[src/design/lbm_pkg.sv]
/*
 * Package for the leaky-bucket activity monitor: register addresses,
 * reset values, field layout and timing counts.
 * Assumes a 125 MHz system clock and an 8-bit register port.
 */
`default_nettype none
package lbm_pkg;
    // Register addresses on the device register port
    localparam logic [7:0] LBM_ADDR_MAX_LEVEL = 8'h56;
    localparam logic [7:0] LBM_ADDR_LEAK_RATE = 8'h57;
    // Reset values
    localparam logic [7:0] LBM_RST_MAX_LEVEL = 8'h08;
    localparam logic [1:0] LBM_RST_LEAK_RATE = 2'h1;
    // Leak rate field position and width
    localparam int LBM_LEAK_LSB = 0;
    localparam int LBM_LEAK_W = 2;
    // Timing: monitoring cycle length
    localparam int LBM_CLK_HZ = 125000000;
    localparam int LBM_CYCLE_MS = 128;
    localparam int LBM_CYCLE_CLKS = (LBM_CLK_HZ / 1000) * LBM_CYCLE_MS;

    // Register write request carried as one bundle
    typedef struct packed {
        logic       wr;
        logic [7:0] addr;
        logic [7:0] data;
    } lbm_wreq_t;
endpackage
`default_nettype wire

[src/design/lbm_leaky_bucket.sv]
/*
 * Leaky-bucket accumulator for activity monitoring, configuration 1.
 * Assumes fault_i is a level from the activity detector on mclk_i
 * (same domain, no synchroniser); register writes arrive on a simple
 * synchronous write/read port in the same domain.
 */
`timescale 1ns/1ps
`default_nettype none

// What this block does
// [RULE1] 8-bit programmable maximum bucket level
// [RULE2] Accumulator saturates at programmed maximum
// [RULE3] Leak code selects 128/256/512/1024 ms
// [RULE4] Leak rate resets to code 01
// [RULE5] Leak needs 1/2/4/8 clean cycles
// [RULE6] 128 ms cycles; faulty cycle adds one
// [RULE7] Completed clean run subtracts one
// [RULE8] Count never underflows below zero
module lbm_leaky_bucket
    import lbm_pkg::*;
#(
    parameter int CYCLE_CLKS = LBM_CYCLE_CLKS  // Clocks per monitoring cycle
) (
    input wire logic mclk_i,              // System clock, 125 MHz
    input wire logic rst_n_i,             // Synchronous reset, active low
    input wire lbm_wreq_t wreq_i,         // Register write request
    input wire logic [7:0] rd_addr_i,     // Register read address
    input wire logic fault_i,             // Input failed or erratic (level)
    output logic [7:0] rd_data_o,         // Register read data, registered
    output logic [7:0] level_o,           // Accumulator level
    output logic cycle_end_o              // Pulse at each cycle end
);

    localparam int CW = $clog2(CYCLE_CLKS);

    logic [7:0] max_level_q;      // Bucket ceiling
    logic [1:0] leak_rate_q;      // Leak rate code
    logic [CW-1:0] tick_cnt_q;    // Clocks within current cycle
    logic cycle_end;              // Last clock of a cycle
    logic fault_seen_q;           // Any fault during current cycle
    logic [2:0] clean_cnt_q;      // Clean cycles since last leak or faulty cycle
    logic [7:0] acc_q;            // Accumulator
    logic [3:0] clean_need;       // Clean cycles per decrement
    logic leak_due;               // A clean run completes now

    // Clean cycles per decrement for a leak code
    function automatic logic [3:0] clean_len(input logic [1:0] code);
        clean_len = 4'h1 << code;  // [RULE3] [RULE5]
    endfunction

    assign cycle_end = (tick_cnt_q == CW'(CYCLE_CLKS - 1));
    assign clean_need = clean_len(leak_rate_q);
    // Compare with >= so that a leak code lowered in mid-run leaks at once
    // instead of letting the run counter climb past the new length
    assign leak_due = !(fault_seen_q || fault_i)
        && (({1'b0, clean_cnt_q} + 4'h1) >= clean_need);  // [RULE7]

    // Register writes
    always_ff @(posedge mclk_i) begin
        if (!rst_n_i) begin
            max_level_q <= LBM_RST_MAX_LEVEL;  // [RULE1]
            leak_rate_q <= LBM_RST_LEAK_RATE;  // [RULE4]
        end else if (wreq_i.wr) begin
            if (wreq_i.addr == LBM_ADDR_MAX_LEVEL) begin
                max_level_q <= wreq_i.data;  // [RULE1]
            end
            if (wreq_i.addr == LBM_ADDR_LEAK_RATE) begin
                leak_rate_q <= wreq_i.data[LBM_LEAK_LSB +: LBM_LEAK_W];  // [RULE3]
            end
        end
    end

    // Register reads; unused bits and unmapped addresses read zero
    always_ff @(posedge mclk_i) begin
        if (!rst_n_i) begin
            rd_data_o <= 8'h00;
        end else if (rd_addr_i == LBM_ADDR_MAX_LEVEL) begin
            rd_data_o <= max_level_q;
        end else if (rd_addr_i == LBM_ADDR_LEAK_RATE) begin
            rd_data_o <= {6'h00, leak_rate_q};
        end else begin
            rd_data_o <= 8'h00;
        end
    end

    // Free-running 128 ms cycle timer
    always_ff @(posedge mclk_i) begin
        if (!rst_n_i || cycle_end) begin
            tick_cnt_q <= '0;  // [RULE6]
        end else begin
            tick_cnt_q <= tick_cnt_q + 1'b1;
        end
    end

    // Fault capture; a fault on the last clock still counts via fault_i
    always_ff @(posedge mclk_i) begin
        if (!rst_n_i || cycle_end) begin
            fault_seen_q <= 1'b0;
        end else if (fault_i) begin
            fault_seen_q <= 1'b1;  // [RULE6]
        end
    end

    // Clean-run counter; a faulty cycle restarts the run
    always_ff @(posedge mclk_i) begin
        if (!rst_n_i) begin
            clean_cnt_q <= 3'h0;
        end else if (cycle_end) begin
            if (fault_seen_q || fault_i || leak_due) begin
                clean_cnt_q <= 3'h0;  // [RULE7]
            end else begin
                clean_cnt_q <= clean_cnt_q + 3'h1;  // [RULE5]
            end
        end
    end

    // Accumulator: fill, leak, ceiling and floor
    always_ff @(posedge mclk_i) begin
        if (!rst_n_i) begin
            acc_q <= 8'h00;
        end else if (cycle_end) begin
            if (fault_seen_q || fault_i) begin
                // A lowered ceiling pulls the count down at once
                if (acc_q >= max_level_q) begin
                    acc_q <= max_level_q;  // [RULE2]
                end else begin
                    acc_q <= acc_q + 8'h01;  // [RULE6]
                end
            end else if (leak_due && acc_q != 8'h00) begin
                acc_q <= (acc_q > max_level_q) ? max_level_q : acc_q - 8'h01;  // [RULE7] [RULE8]
            end else if (acc_q > max_level_q) begin
                acc_q <= max_level_q;  // [RULE2]
            end
        end
    end

    // Output copies straight from flip-flops
    always_ff @(posedge mclk_i) begin
        if (!rst_n_i) begin
            level_o <= 8'h00;
            cycle_end_o <= 1'b0;
        end else begin
            level_o <= acc_q;
            cycle_end_o <= cycle_end;
        end
    end
endmodule

`default_nettype wire

[config.mk]
export PLATFORM = sky130hd
export DESIGN_NAME = lbm_leaky_bucket
export DESIGN_NICKNAME = d
export VERILOG_FILES = /design/src/design/lbm_pkg.sv /design/src/design/lbm_leaky_bucket.sv
export SDC_FILE = /design/constraint.sdc
export NUM_CORES = 1
export LEC_CHECK = 0
export ABC_AREA = 1
export BUFFER_PORTS_ARGS = -buffer_cell sky130_fd_sc_hd__buf_2
export CAP_MARGIN = 10
export CORE_MARGIN = 4
export CORE_UTILIZATION = 35
export DETAILED_ROUTE_END_ITERATION = 16
export SLEW_MARGIN = 40
export SYNTH_ARGS = -nofsm -noshare
export SYNTH_HDL_FRONTEND = slang
export SYNTH_SLANG_ARGS = --single-unit
[constraint.sdc]
create_clock -name mclk_i -period 2.8 [get_ports mclk_i]
set_input_delay 0.14 -clock mclk_i [delete_from_list [all_inputs] [get_ports mclk_i]]
set_output_delay 0.14 -clock mclk_i [all_outputs]
set_load 0.01 [all_outputs]
=== Yosys cells after proc, flatten, opt, wreduce, memory -nomap -nowiden ===
Index checks and enable logic that the tools add are counted.

* Flip-flop bits (word level): 63
* Input bits: 28
* Output and inout bits: 17

* $add $sub $neg: 5
* Order comparisons: 3
* Eq/ne operators: 5
* Shift-type cells: 1
* Multiplexer cells: 8
* Reductions and logical operators: 12

{| class="wikitable"
|+ Operators with widths
! kind !! number
|-
| $mux W8 || 6
|-
| $eq A8 B7 Y1 const B || 4
|-
| $add A24 B1 Y24 const B || 1
|-
| $eq A24 B24 Y1 const B || 1
|-
| $add A8 B1 Y8 const B || 1
|-
| $ge A8 B8 Y1 || 1
|-
| $gt A8 B8 Y1 || 1
|-
| $reduce_bool A8 Y1 || 1
|-
| $sub A8 B1 Y8 const B || 1
|-
| $reduce_and A2 Y1 || 3
|-
| $add A3 B1 Y4 const B || 1
|-
| $ge A4 B4 Y1 || 1
|-
| $shl A1 B2 Y4 const A || 1
|-
| $add A3 B1 Y3 const B || 1
|-
| $logic_or A1 B1 Y1 || 3
|-
| $mux W3 || 1
|-
| $reduce_bool A3 Y1 || 1
|-
| $logic_and A1 B1 Y1 || 2
|-
| $logic_not A1 Y1 || 2
|-
| $mux W2 || 1
|}

=== Depth between registers and ports, before layout ===
Gate-level depths: netlist (run 1).

* Depth after elaboration: 6
* Mapped depth: 15
* Depth with buffers taken out: 15

=== Worst setup path after synthesis (run 1) ===
Ideal clock, no wire load.

* Path kind: register to register
* Start: reg clean_cnt_q[0]
* End: reg acc_q[7]
* Arrival: 1.747 ns
* Required time: 2.688 ns
* Slack: 0.940 ns
* Stages on the path, launching flop included: 15
* Path buffers: 0
* Clock period less this slack: 1.860 ns
* Path through: dfxtp_1 > ha_1 > xor2_1 > ha_1 > nand2_1 > inv_1 > nand3_1 > nand3_1 > nand2_1 > inv_2 > nand2_2 > nand2_1 > nand3_1 > nand2_1 > nand2_1

* Word-level cells in the longest chain between the ends: 6
* Elaborated cells on any way between the ends: 8
* Those cells by class: add/sub: 1; order compare: 1; mux: 2; reduce/logical: 4

{| class="wikitable"
|+ RTL lines
! what !! RTL line !! text
|-
| start, declared || lbm_leaky_bucket.sv:41 || <nowiki>logic [2:0] clean_cnt_q;</nowiki>
|-
| start signal, assigned || lbm_leaky_bucket.sv:112 || <nowiki>clean_cnt_q <= clean_cnt_q + 3'h1;</nowiki>
|-
| $add A3 B1 Y4 * || lbm_leaky_bucket.sv:56 || <nowiki>&& (({1'b0, clean_cnt_q} + 4'h1) >= clean_need);</nowiki>
|-
| $ge A4 B4 Y1 * || lbm_leaky_bucket.sv:56 ||
|-
| $logic_and A1 B1 Y1 * || lbm_leaky_bucket.sv:56 ||
|-
| $logic_and A1 B1 Y1 * || lbm_leaky_bucket.sv:129 || <nowiki>end else if (leak_due && acc_q != 8'h00) begin</nowiki>
|-
| $reduce_bool A3 Y1 (no source line) / $mux W8 (equally long branches) || - ||
|-
| $reduce_and A2 Y1 (no source line) / $mux W8 (equally long branches) || - ||
|-
| end signal, assigned || lbm_leaky_bucket.sv:127 || <nowiki>acc_q <= acc_q + 8'h01;</nowiki>
|-
| end signal, assigned || lbm_leaky_bucket.sv:130 || <nowiki>acc_q <= (acc_q > max_level_q) ? max_level_q : acc_q - 8'h01;</nowiki>
|-
| end signal, assigned || lbm_leaky_bucket.sv:132 || <nowiki>acc_q <= max_level_q;</nowiki>
|-
| end, declared || lbm_leaky_bucket.sv:42 || <nowiki>logic [7:0] acc_q;</nowiki>
|}

Every way passes the cells marked *; elsewhere a longest branch is shown, timed or not.
A chain may end at the register's enable or synchronous reset.

=== Worst setup path in the final report (run 1) ===
* Start: reg clean_cnt_q[0]
* End: reg acc_q[6]

Same word-level chain as after synthesis.

==> out/summary.txt, run 1 <==
Status = finished, final reports clean
Hold endpoint = max_level_q[3]
Largest net degree at the start of global routing = 22
# rows = 36
First-pass GRT wire length = 14,200 um
Setup TNS = 0 ps
Max-slew headroom at the worst pin = 0.667
Ys async rst share = 0
PwrDens = 455 nW/um^2
Routed vias = 3,283
H-tree depth = 3
Detailed Route Iter0 Violations = 132
Congestion Overflow GR = 0
R2R depth = 14
Gr busiest metal = met2
Worst setup EP type = register
Max Slew Vio Count = 0
Final instance area = 4160 sq um
Clock transition at the registers of the reported paths = 70 ps
Buffers added on ports = 44
Via density = 4.76
Final Wtd Congestion = 0.954
Kind of critical path = reg -> reg
PnR worst setup slack = 752 ps
Pre-CTS WS = 738 ps
Multiplexer fraction of the synthesized cell area = 0
Vias in the first global route = 3,166
Most frequent CP cell = nand2_1
Library cells used by synthesis = 41
Hold slack = 60.1 ps
Pre-antenna DRT Iters = 5
Area contributors post-synth = dfxtp_1, nand2_1, inv_1
Die W = 109 um
Prevailing post-synth register cell = dfxtp_1
Share of cells above drive strength 1 = 0.176
Hold Crit Class = in -> reg
Initial antenna violation count = 0
Cell count after synthesis = 503
Synth Area in XOR/XNOR = 0.0342
Leak = 2.03 nW
Data arrival, critical path = 2290 ps
Synth Area in Compound Gates = 0.0914
Register area share after synthesis = 0.351
RSZ-0062 raised after global routing = false
Post-Syn Nets = 548
GR Util met2 = 0.231
Die area = 11,900 sq um
P&R area growth vs syn = 15.8%
Post-CTS Setup Inserts = 0
Final HPWL DP = 6430 um
Avg Cell Area, Syn = 7.13 sq um
CTS max path bufs = 2
Clock tree from TritonCTS = done
Critical Path RT = 3040 ps
Core ar. = 9860 sq um
Met3 GRT Util = 0.0391
YS warnings = 0
Largest family of logic cells by synthesized area = simple AND/OR/NAND/NOR gates
VDD IR-drop max = 205 uV
DRT Wirelength = 8290 um
Met1 Use GR = 0.198
Crit path cell chain = ha_1, xor2_1, ha_1, nand2_1, inv_1, nand3_1, nand3_1, nand2_1, inv_2, nand2_2, nand2_1, nand3_1, nand2_1, nand2_1
Reg-to-Reg Start = clean_cnt_q[0]
Fmax = 488 MHz
Max cap viols = 0
Initial Util = 0.364
Final period util = 0.731
Clock sinks = 63
Hold Vio Cnt, Final = 0
Final clock skew = 11.8 ps
I/O pin total = 45
CP Launch Type = register
Drt drc = 0
Root Buffer = clkbuf_8
Final worst path period need = 2050 ps
Routed len/inst = 12.0 um
Worst stage delay on the critical path = 350 ps
Mapped Area = 3590 sq um
Reg-to-reg setup timing slack = 750 ps
Slowest CP cell = dfxtp_1
Post-Synth Adder-Cell Area = 0.0593
All-Layer GR Usage = 0.149
Hold_sp = wreq_i[3]
Die height = 109 um
Post-cts hold buffer count = 0
Dpl cell area = 3930 sq um
Crit-path max FO = 9
Clock latency at the later pin of the worst-skew pair = 350 ps
Final #Nets = 597
Yosys top cell area share = 0.351
Setup Viol. Count Final = 0
Crit Reg-Reg Endpoint = acc_q[6]
Tightest Pin Transition = 498 ps
Worst hold path cell count = 3
# diodes = 0
Top cell type by total area after synthesis = dfxtp_1
Post-synthesis simple-gate area fraction = 0.367
TritonCTS Buffers = 9
Post-synth EDFFs = 0
Synth Register Bits = 63
Antenna-violating nets left = 0
Post-CTS resize count = 0
## Yosys cell counts, types with 5 or more instances
cell type / n
dfxtp_1: 63
nor2_1: 57
xor2_1: 8
o21ai_0: 18
nand4_1: 21
nand2_4: 6
inv_1: 70
a21oi_1: 33
xnor2_1: 6
nand2_1: 106
nand2_2: 6
nand3_1: 39
ha_1: 17
nor2_2: 5
nor3_1: 5
## power breakdown
part / switching (mW) / internal (mW)
Clock: 0.360 / 0.550
Sequential: 0.00411 / 0.902
Combinational: 0.0471 / 0.0309
Total: 0.411 / 1.48
## sequential cells by signal (all words and copies together), names as in the netlist
name          flops
tick_cnt_q       24
acc_q             8
level_o           8
max_level_q       8
rd_data_o         8
clean_cnt_q       3
leak_rate_q       2
cycle_end_o       1
fault_seen_q      1
## cell type report
class                   count  area [sq um]
multi-input cells         356          1980
fillers                  1023          5710
well taps                 133           166
clock buffers              13           159
flip-flops and latches     63          1260
clock inverters             3          65.1
repair buffers             47           243
inverters                  75           283
## cells by family after synthesis
kind of cell	after synthesis
XOR/XNOR	14
adder cells (fa/ha/maj)	17
flip-flops	63
AND/OR/NAND/NOR	264
AO/OA/AOI/OAI	61
buffers and inverters	84
## worst max-delay path by stage
stage | start | end | slack, ps | cells past startpoint
finish | clean_cnt_q[0] | acc_q[6] | 750 | 14
global route | clean_cnt_q[0] | acc_q[4] | 480 | 14
floorplan | clean_cnt_q[0] | acc_q[7] | 940 | 14
CTS | clean_cnt_q[0] | acc_q[6] | 730 | 14
detailed placement | clean_cnt_q[0] | acc_q[6] | 740 | 14
global placement | clean_cnt_q[0] | acc_q[2] | 790 | 12
## routing by layer
layer  vias to the layer above  wire length [um]  share of wire
li1                       1717                 -              -
met1                      1478              3990           0.48
met2                        82              3620           0.44
met3                         6               589          0.071
met4                         0                85          0.010
met5                         -                 0              0
## cell usage in the layout, fill, tap and decap left out, types with 3 or more instances in the layout
cell type,Yosys,final
xnor2_1,6,6
buf_4,0,3
nand2_1,106,106
nor2_2,5,5
nand2_2,6,6
buf_2,1,44
ha_1,17,17
xor2_1,8,8
nand3_1,39,39
nor2_1,57,57
clkbuf_8,0,11
nand2_4,6,6
dfxtp_1,63,63
inv_1,70,70
inv_2,3,3
nor3_1,5,5
a21oi_1,33,33
nand4_1,21,21
nor2_4,4,4
o21ai_0,18,18
nor3b_2,3,3
## critical path: cells and delay by family, from the launching register on
kind                       cells  cell delay, ps
xor gates and xnor gates       1             150
and+or+nand+nor                9             750
adders and majority gates      2             500
buffers and inverters          2             190
DFF                            1             350
## through the flow
| stage | utilization | std cells | power, mW |
|---|---|---|---|
| after global routing | 0.421 | 690 | 1.96 |
| after global placement | 0.399 | 674 | 1.00 |
| final | 0.421 | 690 | 1.89 |
| after floorplan | - | 503 | 0.974 |
| after detailed placement | 0.399 | 674 | 1.01 |
| after CTS | 0.421 | 690 | 1.91 |
Note: power is estimated with default switching activity, not from simulation.
==> inputs of run 2 (changes only) <==
==> constraint.sdc (replaced) <==
create_clock -name mclk_i -period 1.67 [get_ports mclk_i]
set_input_delay 0.0835 -clock mclk_i [delete_from_list [all_inputs] [get_ports mclk_i]]
set_output_delay 0.0835 -clock mclk_i [all_outputs]
set_load 0.01 [all_outputs]
==> run 2 against run 1 <==
Net effect:
- the flow now finishes with violations (negative setup slack)
- power grew 65%
- via count up 3.3%
- count of clock-buffer cells in the layout unchanged
- utilization up 3.8 points
- final cell count rose by 5.2%
- clock skew is 0.68 ps lower
- sequential share of layout area fell by 2.4 points
- largest cell class unchanged
- maximum frequency grew 7.3%
- critical path depth decreased by 1
- worst hold slack got worse by 30 ps
==> out/summary.txt, run 2 (synthesis gave the netlist of run 1 again) <==
Congestion Overflow GR = 0 (unchanged)
Via density = 4.67 (-1.8%)
CTS max path bufs = 2 (unchanged)
Die height = 109 um (unchanged)
Crit-path max FO = 6 (-3)
Clock tree from TritonCTS = done
Sw frac = 0.223 (+0.00576)
Clock sinks = 63 (unchanged)
I/O pin total = 45 (unchanged)
Final HPWL DP = 6730 um (+4.8%)
Core ar. = 9860 sq um (unchanged)
Max Slew Vio Count = 0 (unchanged)
Buffers added on ports = 44 (unchanged)
Max FFs per register = 24 (unchanged)
Comb power frac = 0.051 (+0.010)
Die area = 11,900 sq um (unchanged)
Most common cell after layout, fill and taps aside = nand2_1
NetSw = 695 uW (+69%)
CP Launch Type = register
Sequential cell area = 1260 sq um (+0.30%)
Tightest Pin Transition = 479 ps (-18.9 ps)
Slowest CP cell = dfxtp_2
PwrDens = 688 nW/um^2 (+51%)
Critical Path RT = 1900 ps (-1140 ps)
Crit path cell chain = ha_4, xor2_2, ha_1, nand2_1, inv_2, nand3_2, nand3_4, a21oi_4, nand2_4, nand2_4, nor2_1, nand2_1, nand2_1
Clock transition at the registers of the reported paths = 70 ps (about the same)
Setup Viol. Count Final = 11 (+11)
Buf/Inv on CP = 1 (-1)
Final Wtd Congestion = 0.882 (-7.5%)
Area of the multi-input gates = 2070 sq um (+4.7%)
Drt drc = 0 (unchanged)
Clk network pwr share = 0.463 (-0.017)
Hold Crit Class = in -> reg
Kind of critical path = reg -> reg
Final clock skew = 11.1 ps (-0.675 ps)
Fmax = 524 MHz (+7.3%)
Initial antenna violation count = 0 (unchanged)
Failing checks = negative setup slack
Routed len/inst = 12.0 um (-0.27%)
CP top delay family = simple AND/OR/NAND/NOR gates
Worst setup EP type = register
Worst stage delay on the critical path = 340 ps (about the same)
# diodes = 0 (unchanged)
FILL cells = 1,007 (-1.6%)
RSZ-0062 raised after global routing = true
Root Buffer = clkbuf_8
DR WL met3 = 445 um (-24%)
VDD IR-drop max = 274 uV (+33%)
Final worst path period need = 1910 ps (-140 ps)
Internal = 2.43 mW (+64%)
Metal1 wirelength = 4380 um (+9.7%)
DRT Wirelength = 8700 um (+4.9%)
Max layer used = met4
Final period util = 1.14 (+0.411)
Data arrival, critical path = 2140 ps (-150 ps)
TritonCTS Buffers = 9 (unchanged)
Pre-antenna DRT Iters = 4 (-1)
H-tree depth = 3 (unchanged)
Share of cells above drive strength 1 = 0.258 (+0.0821)
All-Layer GR Usage = 0.152 (+0.00300)
Routed vias = 3,391 (+3.3%)
Power share of the sequential group = 0.487 (+0.009)
Final #Nets = 634 (+6.2%)
Max cap viols = 0 (unchanged)
Biggest register = tick_cnt_q
Vias in the first global route = 3,140 (-0.82%)
PnR worst setup slack = -238 ps (-990 ps)
Total power = 3.12 mW (+65%)
Largest net degree at the start of global routing = 21 (-4.5%)
# rows = 36 (unchanged)
Antenna-violating nets left = 0 (unchanged)
Metal2 WL = 3700 um (+2.2%)
Leak = 2.22 nW (+9.2%)
Final core occ = 0.460 (+0.0382)
Max-slew headroom at the worst pin = 0.680 (+0.0126)
Most frequent CP cell = nand2_1
P&R area growth vs syn = 26.3%
Most frequent cells in the layout = nand2_1, inv_1, dfxtp_1
First-pass GRT wire length = 14,300 um (+1.4%)
Clock latency at the later pin of the worst-skew pair = 340 ps (about the same)
Hold Vio Cnt, Final = 0 (unchanged)
Status = finished with violations
Initial Util = 0.364 (unchanged)
Detailed Route Iter0 Violations = 189 (+43%)
Die W = 109 um (unchanged)
[run 2: changes by cell type in the layout (fill, tap and decap cells not counted), sizes merged]
cell / before / now
buf: 47 / 82
bufinv: 2 / 1
clkinv: 3 / 2
clkinvlp: 0 / 2
dlygate4sd3: 0 / 1
[run 2: final timing paths]
path / startpoint / to / slack, ps / cells past startpoint
worst max-delay path: clean_cnt_q[0] / acc_q[7] / -240 / 13
worst min register to register: tick_cnt_q[0] / tick_cnt_q[0] / 420 / 1
worst max register to register: clean_cnt_q[0] / acc_q[7] / -240 / 13
worst min-delay path: wreq_i[2] / max_level_q[2] / 30 / 3
[run 2: power groups by stage]
stage,clock (mW),sequential (mW),combinational (mW)
finish,1.44,1.52,0.158
global route,1.55,1.52,0.178
CTS,1.48,1.52,0.149
detailed placement,0,1.55,0.143
global placement,0,1.55,0.139
floorplan,0,1.55,0.0839
[run 2: worst reg2reg max path, cell delays in order (launching register included)]
cell and delay [ps]:
dfxtp_2 340, ha_4 160, xor2_2 140, ha_1 290, nand2_1 70, inv_2 50
nand3_2 70, nand3_4 110, a21oi_4 180, nand2_4 120, nand2_4 120, nor2_1 50
nand2_1 60, nand2_1 50
[run 2: layout make-up]
cell class / count / area share
timing repair inverter: 1 / 0.00166
multi-input combinational: 356 / 0.457
clock inverter: 2 / 0.00828
sequential: 63 / 0.279
tap: 133 / 0.0367
inverter: 75 / 0.0629
clock buffer: 13 / 0.0395
timing repair buffer: 83 / 0.115
[run 2: metrics by stage]
step	setup slack [ps]	hold WS, ps	TNS, ps	instances	area [sq um]
final	-238	30.1	-2140	726	4530
after global routing	-326	40.4	-3170	726	4530
after CTS	-178	20.9	-1620	726	4490
after detailed placement	-192	359	-1440	708	4210
after global placement	-138	355	-1050	708	4210
after floorplan	-68.3	253	-499	503	3610
[run 2: what timing repair did]
action                     4_1_cts  5_1_grt
cloned                           1        0
resized for setup                8       14
setup buffers                    1        0
hold endpoints to repair         1        0
hold buffers                     1        0
setup endpoints to repair        9       28
pin swaps                        2        8
[run 2: per-layer routing]
layer,up-vias,GRT usage
met1,1503,0.210
met4,0,0.0606
met2,77,0.229
met5,-,0
li1,1797,-
met3,14,0.0355
